File: src/rtl/modstat_pkg.sv
// Package of constants and carrier types for the module status and event block.
package modstat_pkg;

    // -------------------------------------------------------------------------
    // Register layout
    // -------------------------------------------------------------------------
    localparam int REG_W = 32;
    localparam int BIT_FAST_DOWN   = 16;
    localparam int BIT_RATE_LIMIT  = 21;
    localparam int BIT_KILL        = 15;
    localparam int BIT_TEMP_OK     = 14;
    localparam int BIT_SUPPLY_OK   = 13;
    localparam int BIT_MODULE_OK   = 12;
    localparam int BIT_EVT_PENDING = 11;
    localparam int BIT_INTERLOCK   = 10;
    localparam int BIT_STABLE      = 9;
    localparam int BIT_NO_FAULT    = 8;
    localparam int BIT_BAD_SET     = 6;
    localparam int BIT_HW_FAULT    = 4;
    localparam int BIT_LIVE        = 3;
    localparam int BIT_FINE        = 0;
    localparam logic [REG_W-1:0] EVT_TEMP_MASK      = 32'h0000_4000;
    localparam logic [REG_W-1:0] EVT_SUPPLY_MASK    = 32'h0000_2000;
    localparam logic [REG_W-1:0] EVT_INTERLOCK_MASK = 32'h0000_0400;
    localparam logic [REG_W-1:0] EVT_BAD_SET_MASK   = 32'h0000_0040;
    localparam logic [REG_W-1:0] EVT_HW_FAULT_MASK  = 32'h0000_0010;
    localparam logic [REG_W-1:0] EVT_IMPL_MASK      = 32'h0000_6450;
    localparam logic [REG_W-1:0] EVT_BLOCKING_MASK  = 32'h0000_6410;
    localparam logic [REG_W-1:0] REG_ZERO           = 32'h0000_0000;

    // -------------------------------------------------------------------------
    // Supply windows in millivolts, live threshold in volts
    // -------------------------------------------------------------------------
    localparam int V24_MIN_MV = 21600;
    localparam int V24_MAX_MV = 26400;
    localparam int V5_MIN_MV  = 4750;
    localparam int V5_MAX_MV  = 5250;
    localparam int LIVE_THRESHOLD_V = 60;
    localparam int MV_W = 16;

    // Per-channel condition bundle, one per channel.
    typedef struct packed {
        logic v_limit;
        logic i_limit;
        logic i_trip;
        logic ext_inhibit;
        logic v_bounds;
        logic i_bounds;
        logic arc_error;
        logic generating;
        logic ramping;
        logic above_threshold;
    } chan_cond_t;

    // Module supervisory inputs, all asynchronous to clk.
    typedef struct packed {
        logic temp_ok;
        logic interlock_closed;
        logic hw_failure;
        logic power_fail;
        logic delayed_trip;
    } superv_t;

    // Commands from the host command interpreter.
    typedef struct packed {
        logic            evt_wr;
        logic [REG_W-1:0] evt_wdata;
        logic            chan_clear;
        logic            clear_all;
        logic            set_reject;
        logic            set_ok;
    } host_cmd_t;

    // Shutdown requests to the channel sequencers.
    typedef struct packed {
        logic ramp_off;
        logic hard_off;
        logic fast_down;
        logic hv_inhibit;
        logic perm_inhibit;
    } shutdown_t;

endpackage

File: src/rtl/module_status_event_logic.sv
// Module condition flags, module event latches and high-voltage blocking.
`timescale 1ns/1ps
`default_nettype none
module module_status_event_logic
    import modstat_pkg::*;
#(
    parameter int NCH = 32
) (
    input  wire logic                 clk,
    input  wire logic                 rst_n,
    input  var  chan_cond_t [NCH-1:0] chan_cond,
    input  wire logic [NCH-1:0]       chan_evt_summary,
    input  wire logic [NCH-1:0]       chan_evt_mask,
    input  var  superv_t              superv,
    input  wire logic [MV_W-1:0]      v24_mv,
    input  wire logic [MV_W-1:0]      v5_mv,
    input  wire logic                 kill_enable,
    input  wire logic                 fine_adjust,
    input  wire logic                 rate_limit_disable,
    input  wire logic [REG_W-1:0]     evt_mask,
    input  var  host_cmd_t            cmd,
    input  wire logic                 hv_on_req,
    input  wire logic                 vset_increase_req,
    output var  logic [REG_W-1:0]     module_condition_status,
    output var  logic [REG_W-1:0]     module_event_latch,
    output var  logic                 chan_event_clear,
    output var  logic                 hv_on_grant,
    output var  logic                 vset_increase_grant,
    output var  logic                 blocking,
    output var  shutdown_t            shutdown
);

    // -------------------------------------------------------------------------
    // Elaboration checks
    // -------------------------------------------------------------------------
    // Channels beyond the register width would be lost silently.
    if (NCH < 1 || NCH > REG_W) begin : g_nch_chk
        $error("NCH out of range.");
    end
    // Every flag position must fall inside the register.
    if (BIT_RATE_LIMIT >= REG_W) begin : g_bit_chk
        $error("Flag outside register.");
    end
    // Blocking events must all be implemented events.
    if ((EVT_BLOCKING_MASK & ~EVT_IMPL_MASK) != REG_ZERO) begin : g_blk_chk
        $error("Blocking event not implemented.");
    end
    // Supply limits must fit the measurement width.
    if (V24_MAX_MV >= 2**MV_W || V5_MAX_MV >= 2**MV_W) begin : g_mv_chk
        $error("Supply limit too wide.");
    end

    // -------------------------------------------------------------------------
    // Input synchronisation
    // -------------------------------------------------------------------------
    localparam int SUP_W = $bits(superv_t);
    localparam int CH_W  = $bits(chan_cond_t);
    superv_t                sup_s;
    chan_cond_t [NCH-1:0]   cond_s;
    logic [SUP_W-1:0]       sup_q;
    logic [NCH*CH_W-1:0]    cond_q;

    // Supervisory pins come straight from the analog side.
    sync2 #(.W(SUP_W)) u_sup_sync (
        .clk   (clk),
        .rst_n (rst_n),
        .d     (superv),
        .q     (sup_q)
    );

    // Channel conditions come from channel controllers on other timing.
    sync2 #(.W(NCH*CH_W)) u_chan_sync (
        .clk   (clk),
        .rst_n (rst_n),
        .d     (chan_cond),
        .q     (cond_q)
    );

    assign sup_s  = superv_t'(sup_q);
    assign cond_s = cond_q;

    // -------------------------------------------------------------------------
    // Live condition derivation
    // -------------------------------------------------------------------------
    logic [NCH-1:0] chan_fault;
    logic [NCH-1:0] chan_live;
    logic [NCH-1:0] chan_ramp;

    // Per-channel reductions; each channel contributes one bit.
    genvar g;
    generate
        for (g = 0; g < NCH; g++) begin : g_chan
            assign chan_fault[g] = cond_s[g].v_limit | cond_s[g].i_limit |
                                   cond_s[g].i_trip | cond_s[g].ext_inhibit |
                                   cond_s[g].v_bounds | cond_s[g].i_bounds |
                                   cond_s[g].arc_error;
            assign chan_live[g]  = cond_s[g].generating |
                                   cond_s[g].above_threshold;
            assign chan_ramp[g]  = cond_s[g].ramping;
        end
    endgenerate

    // Window test shared by both supply rails.
    function automatic logic in_window(input logic [MV_W-1:0] v,
                                       input logic [MV_W-1:0] lo,
                                       input logic [MV_W-1:0] hi);
        in_window = (v >= lo) && (v <= hi);
    endfunction

    logic [MV_W-1:0] v24_meta_reg;
    logic [MV_W-1:0] v5_meta_reg;
    logic [MV_W-1:0] v24_reg;
    logic [MV_W-1:0] v5_reg;
    logic            supplies_ok_flag;
    logic            no_channel_fault_flag;
    logic            output_live_flag;
    logic            all_stable_flag;
    logic            event_pending_flag;
    logic            ramp_rate_limited_flag;

    // Measurements pass two flops like any pin. A word is trusted only
    // because the converter holds it steady well beyond two cycles.
    always_ff @(posedge clk) begin
        if (!rst_n) begin
            v24_meta_reg <= '0;
            v5_meta_reg  <= '0;
            v24_reg      <= '0;
            v5_reg       <= '0;
        end else begin
            v24_meta_reg <= v24_mv;
            v5_meta_reg  <= v5_mv;
            v24_reg      <= v24_meta_reg;
            v5_reg       <= v5_meta_reg;
        end
    end

    // Module flags are reductions read by the status word; only supplies_ok_flag also feeds the latches.
    assign supplies_ok_flag =
        in_window(v24_reg, MV_W'(V24_MIN_MV), MV_W'(V24_MAX_MV)) &&
        in_window(v5_reg, MV_W'(V5_MIN_MV), MV_W'(V5_MAX_MV));
    assign no_channel_fault_flag  = ~|chan_fault;
    assign output_live_flag       = |chan_live;
    assign all_stable_flag        = ~|chan_ramp;
    assign event_pending_flag     = |(chan_evt_summary & chan_evt_mask);
    assign ramp_rate_limited_flag = (kill_enable | sup_s.delayed_trip) &
                                    ~rate_limit_disable;

    // -------------------------------------------------------------------------
    // Input error and service state
    // -------------------------------------------------------------------------
    logic bad_setpoint_reg;
    logic hw_fault_reg;

    // A rejected set value sets the flag; the next good set clears it.
    always_ff @(posedge clk) begin
        if (!rst_n) begin
            bad_setpoint_reg <= 1'b0;
        end else if (cmd.set_reject) begin
            bad_setpoint_reg <= 1'b1;
        end else if (cmd.set_ok) begin
            bad_setpoint_reg <= 1'b0;
        end
    end

    // Service is sticky until reset: a failed module must not be revived.
    always_ff @(posedge clk) begin
        if (!rst_n) begin
            hw_fault_reg <= 1'b0;
        end else if (sup_s.hw_failure) begin
            hw_fault_reg <= 1'b1;
        end
    end

    // -------------------------------------------------------------------------
    // Event latches
    // -------------------------------------------------------------------------
    logic [REG_W-1:0] evt_reg;
    logic [REG_W-1:0] evt_next;
    logic [REG_W-1:0] evt_cond;
    logic [REG_W-1:0] evt_clr;
    logic             module_ok_flag;

    // Conditions that raise each event; level high covers a rising edge too,
    // since the flag is sampled every cycle.
    always_comb begin
        evt_cond = REG_ZERO;
        evt_cond[BIT_TEMP_OK]   = ~sup_s.temp_ok;
        evt_cond[BIT_SUPPLY_OK] = ~supplies_ok_flag;
        evt_cond[BIT_INTERLOCK] = ~sup_s.interlock_closed;
        evt_cond[BIT_BAD_SET]   = bad_setpoint_reg | cmd.set_reject;
        evt_cond[BIT_HW_FAULT]  = hw_fault_reg | sup_s.hw_failure;
    end

    // Clear mask: one-bits of a host write, or everything on clear-all.
    always_comb begin
        evt_clr = REG_ZERO;
        if (cmd.evt_wr) begin
            evt_clr = cmd.evt_wdata;
        end
        if (cmd.clear_all) begin
            evt_clr = EVT_IMPL_MASK;
        end
    end

    // Set wins over clear so an event in the clear cycle is kept.
    assign evt_next = ((evt_reg & ~evt_clr) | evt_cond) & EVT_IMPL_MASK;

    // Latch state; only reset or a host clear removes a bit.
    always_ff @(posedge clk) begin
        if (!rst_n) begin
            evt_reg <= REG_ZERO;
        end else begin
            evt_reg <= evt_next;
        end
    end

    // Module good reads the temperature, supply and interlock latches, so a past fault of those counts until cleared.
    assign module_ok_flag = no_channel_fault_flag &
                            ~|(evt_reg & (EVT_TEMP_MASK | EVT_SUPPLY_MASK |
                                          EVT_INTERLOCK_MASK));

    // -------------------------------------------------------------------------
    // Blocking
    // -------------------------------------------------------------------------
    logic block_now;

    // Input error is absent from the blocking set, so it never blocks; the
    // term is combinational so a cleared latch or mask frees at once.
    assign block_now = |(evt_reg & evt_mask & EVT_BLOCKING_MASK);

    // Grants are registered answers to the one-cycle requests.
    always_ff @(posedge clk) begin
        if (!rst_n) begin
            hv_on_grant         <= 1'b0;
            vset_increase_grant <= 1'b0;
            blocking            <= 1'b0;
        end else begin
            hv_on_grant         <= hv_on_req & ~block_now & ~hw_fault_reg &
                                   ~sup_s.hw_failure;
            vset_increase_grant <= vset_increase_req &
                                   ~(block_now & output_live_flag);
            blocking            <= block_now;
        end
    end

    // -------------------------------------------------------------------------
    // Shutdown requests and channel clear
    // -------------------------------------------------------------------------
    // The raw fault pin joins the sticky flag so the cut comes one cycle
    // earlier; the sequencers must treat these as levels, not pulses.
    always_ff @(posedge clk) begin
        if (!rst_n) begin
            shutdown         <= '0;
            chan_event_clear <= 1'b0;
        end else begin
            shutdown.ramp_off     <= ~sup_s.temp_ok;
            shutdown.hard_off     <= ~sup_s.interlock_closed |
                                     sup_s.hw_failure | hw_fault_reg;
            shutdown.fast_down    <= sup_s.power_fail;
            shutdown.hv_inhibit   <= block_now;
            shutdown.perm_inhibit <= hw_fault_reg | sup_s.hw_failure;
            chan_event_clear      <= cmd.chan_clear | cmd.clear_all;
        end
    end

    // -------------------------------------------------------------------------
    // Readable registers
    // -------------------------------------------------------------------------
    logic [REG_W-1:0] cond_next;

    // Reserved bits stay zero.
    always_comb begin
        cond_next = REG_ZERO;
        cond_next[BIT_RATE_LIMIT]  = ramp_rate_limited_flag;
        cond_next[BIT_FAST_DOWN]   = sup_s.power_fail;
        cond_next[BIT_KILL]        = kill_enable;
        cond_next[BIT_TEMP_OK]     = sup_s.temp_ok;
        cond_next[BIT_SUPPLY_OK]   = supplies_ok_flag;
        cond_next[BIT_MODULE_OK]   = module_ok_flag;
        cond_next[BIT_EVT_PENDING] = event_pending_flag;
        cond_next[BIT_INTERLOCK]   = sup_s.interlock_closed;
        cond_next[BIT_STABLE]      = all_stable_flag;
        cond_next[BIT_NO_FAULT]    = no_channel_fault_flag;
        cond_next[BIT_BAD_SET]     = bad_setpoint_reg;
        cond_next[BIT_HW_FAULT]    = hw_fault_reg;
        cond_next[BIT_LIVE]        = output_live_flag;
        cond_next[BIT_FINE]        = fine_adjust;
    end

    // Both words are registered so the host never reads a glitching flag;
    // the latch word is loaded from evt_next, so it lags the live flags no more than the status word.
    always_ff @(posedge clk) begin
        if (!rst_n) begin
            module_condition_status <= REG_ZERO;
            module_event_latch      <= REG_ZERO;
        end else begin
            module_condition_status <= cond_next;
            module_event_latch      <= evt_next;
        end
    end

endmodule
`default_nettype wire

File: src/rtl/sync2.sv
// Two-stage synchroniser for a vector of asynchronous levels.
`timescale 1ns/1ps
`default_nettype none
module sync2 #(
    parameter int W = 1
) (
    input  wire logic         clk,
    input  wire logic         rst_n,
    input  wire logic [W-1:0] d,
    output var  logic [W-1:0] q
);
    logic [W-1:0] meta_reg;

    // Only the second stage is visible to logic.
    always_ff @(posedge clk) begin
        if (!rst_n) begin
            meta_reg <= '0;
            q        <= '0;
        end else begin
            meta_reg <= d;
            q        <= meta_reg;
        end
    end
endmodule
`default_nettype wire

File: config.mk
export PLATFORM = sky130hd
export DESIGN_NAME = module_status_event_logic
export DESIGN_NICKNAME = d
export VERILOG_FILES = /design/src/rtl/modstat_pkg.sv /design/src/rtl/module_status_event_logic.sv /design/src/rtl/sync2.sv
export SDC_FILE = /design/constraint.sdc
export NUM_CORES = 1
export LEC_CHECK = 0
export BUFFER_PORTS_ARGS = -buffer_cell sky130_fd_sc_hd__buf_4
export CORE_ASPECT_RATIO = 1.4
export CORE_MARGIN = 5
export CORE_UTILIZATION = 37
export CTS_CLUSTER_SIZE = 10
export DETAILED_ROUTE_END_ITERATION = 10
export GPL_TIMING_DRIVEN = 0
export HOLD_SLACK_MARGIN = 0.05
export PLACE_DENSITY_LB_ADDON = 0.25
export SLEW_MARGIN = 20
export SYNTH_ARGS = -nofsm -noshare
export SYNTH_HDL_FRONTEND = slang
export SYNTH_HIERARCHICAL = 1
export SYNTH_SLANG_ARGS = --single-unit
File: constraint.sdc
create_clock -name clk -period 2.01 [get_ports clk]
set_clock_uncertainty 0.15 [all_clocks]
set_input_delay 0.1005 -clock clk [delete_from_list [all_inputs] [get_ports clk]]
set_output_delay 0.1005 -clock clk [all_outputs]
set_load 0.05 [all_outputs]
==> flow_summary.json <==
{
  "final_worst_setup_slack_ns": -0.0725,
  "max-slew-margin-rel": 0.430,
  "synth_async_sr_flop_share": 0,
  "route.detailed.vias_per_inst": 4.28,
  "drt-wirelength-per-cell_um": 17.9,
  "syn_inst": 1793,
  "finalHoldWorstSlack_ns": 0.0911,
  "crit_fanout": 2,
  "failing_checks": "setup timing",
  "seqPwrFrac": 0.493,
  "grt_pass1_vias": 17300,
  "final_cell_count_no_fill": 3605,
  "p_comb_frac": 0.096,
  "netSwitchingPower_mw": 6.87,
  "timing.hold.worst.class": "primary input to flip-flop",
  "clock_tree.root_cell": "sky130_fd_sc_hd__clkbuf_16",
  "die_width_um": 215,
  "min_period_over_period": 1.04,
  "edff_count_synth": 0,
  "pwr_density_cell_nw_per_um2": 950,
  "iteration_0_drc_count_of_the_detailed_router": 566,
  "worstSkewPairLatency_ns": 0.61,
  "core_area_um2": 58500,
  "synthesis.area_per_instance_um2": 12.1,
  "detailed_place_hpwl_mm": 46.0,
  "final_routed_wirelength_mm": 64.4,
  "cap_viol_max_count": 0,
  "slew_violations": 0,
  "timing.critical_path.from_type": "flip-flop",
  "detailroute.wirelength.met2_mm": 34.5,
  "fillCellCount": 4708,
  "sw_frac_of_total": 0.216,
  "grt_start_max_net_pins": 18,
  "drive_gt1_frac": 0.249,
  "power_leakage_nw": 14.7,
  "met3_wirelength_mm": 3.94,
  "flip_flop_and_latch_count_after_synthesis": 742,
  "grt_use_total": 0.199,
  "synth.yosys.seq_area_share": 0.682,
  "floorplan.initialDensity": 0.372,
  "grt_first_pass_wirelength_mm": 98.1,
  "postRouteAntennaNets": 0,
  "syn_area_um2": 21800,
  "cts_tree": "yes",
  "worst_ir_drop_vdd_uv": 606,
  "run_status": "finished, violations left",
  "reg_clk_slew_reported_paths_ns": 0.05,
  "setup-violations-final": 1,
  "num_vias": 15400,
  "rsz_0062_raised_after_global_routing": "true",
  "synth_top_flop_cell": "sky130_fd_sc_hd__dfxtp_1",
  "tritoncts_num_sinks": 742,
  "gpl.final_weighted_congestion": 0.877,
  "die_h_um": 297,
  "wl_met1_mm": 23.7,
  "floorplan.io_pins": 570,
  "hold-path-cell-count": 3,
  "ff2ff_path_depth": 5,
  "mostFrequentLayoutCells": "sky130_fd_sc_hd__dfxtp_1 (739), sky130_fd_sc_hd__and2_1 (721), sky130_fd_sc_hd__buf_4 (517), sky130_fd_sc_hd__dlygate4sd3_1 (445), sky130_fd_sc_hd__clkbuf_16 (85)",
  "nNetsFinal": 3334,
  "yosys.cell_types.count": 39,
  "cts_buffers": 84,
  "count_of_final_hold_check_violations": 0,
  "endpoint_required_time_on_the_critical_path_ns": 2.38,
  "fmax_mhz": 480,
  "placed_cells": 3055,
  "cts_buffer_depth": 3,
  "yosysWarningCount": 6,
  "antenna_found_initial": 12,
  "first_pass_iters": 4,
  "pwr-share-clk": 0.412,
  "crit_path_end_kind": "flip-flop",
  "critPathKind": "flip-flop to flip-flop",
  "mostFrequentLayoutCell": "sky130_fd_sc_hd__dfxtp_1",
  "cts.repair_timing.setup_buffer_count": 0,
  "grt.overflow.total": 0,
  "fin_crit_ns": 2.08,
  "cp_data_arrival_time_ns": 2.45,
  "htree_levels": 3,
  "design.die.area_um2": 63900,
  "layout-area-overhead-vs-synth_pct": 53.4,
  "p_int_mw": 24.9,
  "top_layer_used": "met5",
  "std_cell_rows": 105,
  "max_slew.worst_pin.slew_ns": 0.847,
  "port-buffer-count": 469,
  "remaining_drc_errors": 0
}
[worst paths after layout]
path                                                            from                                      to  slack [ns]
worst max register to register         u_chan_sync/q[268]$_SDFF_PN0_  module_condition_status[12]$_SDFF_PN0_       -0.07
worst min register to register  u_chan_sync/meta_reg[271]$_SDFF_PN0_           u_chan_sync/q[271]$_SDFF_PN0_        0.27
worst min-delay path                                  chan_cond[147]    u_chan_sync/meta_reg[147]$_SDFF_PN0_        0.09
worst max-delay path                   u_chan_sync/q[268]$_SDFF_PN0_  module_condition_status[12]$_SDFF_PN0_       -0.07
[area by class of cell]
type,instances,area [um^2],share of cell area
sequential,742,14900,0.445
buffer,127,1160,0.0348
multi-input combinational,962,6130,0.184
inverter,6,22.5,0.000674
clock inverter,6,108,0.00322
timing repair buffer,914,7980,0.239
clock buffer,89,2180,0.0653
antenna,10,25.0,0.000749
tap,749,937,0.0281
[stage by stage]
step / power, mW / util / TNS, ns / setup slack, ns / area, um^2
after floorplan: 17.0 / - / 0 / 0.167 / 21900
after global placement: 18.2 / 0.452 / -3.44 / -0.985 / 26400
after detailed placement: 18.2 / 0.452 / -3.46 / -0.994 / 26400
after CTS: 32.1 / 0.570 / -0.193 / -0.164 / 33300
after global routing: 33.0 / 0.571 / -0.239 / -0.160 / 33400
final: 31.7 / 0.571 / -0.0725 / -0.0725 / 33400
[Yosys cell counts (2+ instances only)]
library cell | count | share of area
sky130_fd_sc_hd__clkbuf_1 | 8 | 0.0014
sky130_fd_sc_hd__nand3b_1 | 4 | 0.0014
sky130_fd_sc_hd__nor4b_1 | 2 | 0.00080
sky130_fd_sc_hd__buf_2 | 4 | 0.00092
sky130_fd_sc_hd__dfxtp_1 | 742 | 0.68
sky130_fd_sc_hd__a22oi_1 | 10 | 0.0034
sky130_fd_sc_hd__or3_1 | 2 | 0.00057
sky130_fd_sc_hd__inv_1 | 6 | 0.0010
sky130_fd_sc_hd__nor4_1 | 85 | 0.024
sky130_fd_sc_hd__nor2_1 | 15 | 0.0026
sky130_fd_sc_hd__buf_6 | 65 | 0.034
sky130_fd_sc_hd__a21oi_1 | 6 | 0.0014
sky130_fd_sc_hd__nand4_1 | 22 | 0.0063
sky130_fd_sc_hd__nand2_1 | 9 | 0.0016
sky130_fd_sc_hd__nand3_1 | 4 | 0.00092
sky130_fd_sc_hd__nor3_1 | 9 | 0.0021
sky130_fd_sc_hd__buf_4 | 48 | 0.017
sky130_fd_sc_hd__and2_1 | 721 | 0.21
sky130_fd_sc_hd__a221oi_1 | 4 | 0.0016
sky130_fd_sc_hd__a22o_1 | 4 | 0.0016
sky130_fd_sc_hd__o21ai_0 | 5 | 0.0011
[power groups by stage]
stage / clock network (mW) / registers (mW) / logic, mW
floorplan: 0 / 15.9 / 1.08
global placement: 0 / 15.9 / 2.26
detailed placement: 0 / 15.9 / 2.27
CTS: 13.4 / 15.6 / 3.05
global route: 14.1 / 15.7 / 3.27
finish: 13.1 / 15.6 / 3.04
[cell families (layout without fill, tap and decap cells)]
group,Yosys count,in the layout,share of synthesized area
other,1,55,0.000172
AOI/OAI and AO/OA,38,38,0.0127
buffers and inverters,133,1142,0.0544
and+or+nand+nor,879,879,0.251
DFF,742,742,0.682
[layer usage]
metal,vias to the layer above,track usage
li1,7670,-
met4,4,0.0842
met2,505,0.378
met5,-,0
met1,7141,0.207
met3,125,0.0496
[critical path, cell delays in order, from the launching register on]
cell and delay (ns):
sky130_fd_sc_hd__dfxtp_1 0.30, sky130_fd_sc_hd__nor4_1 0.40, sky130_fd_sc_hd__nand4_1 0.28, sky130_fd_sc_hd__nor4_4 0.38, sky130_fd_sc_hd__and4_4 0.31, sky130_fd_sc_hd__nor4b_4 0.18
[repair_timing]
action / CTS / global route
pin swaps: 6 / 3
hold endpoints to repair: 394 / 0
endpoints found under the setup margin: 4 / 5
hold buffers: 446 / 0
cloned: 0 / 0
gates resized for setup: 26 / 12
No activity file was read; power rests on OpenSTA's default activity.
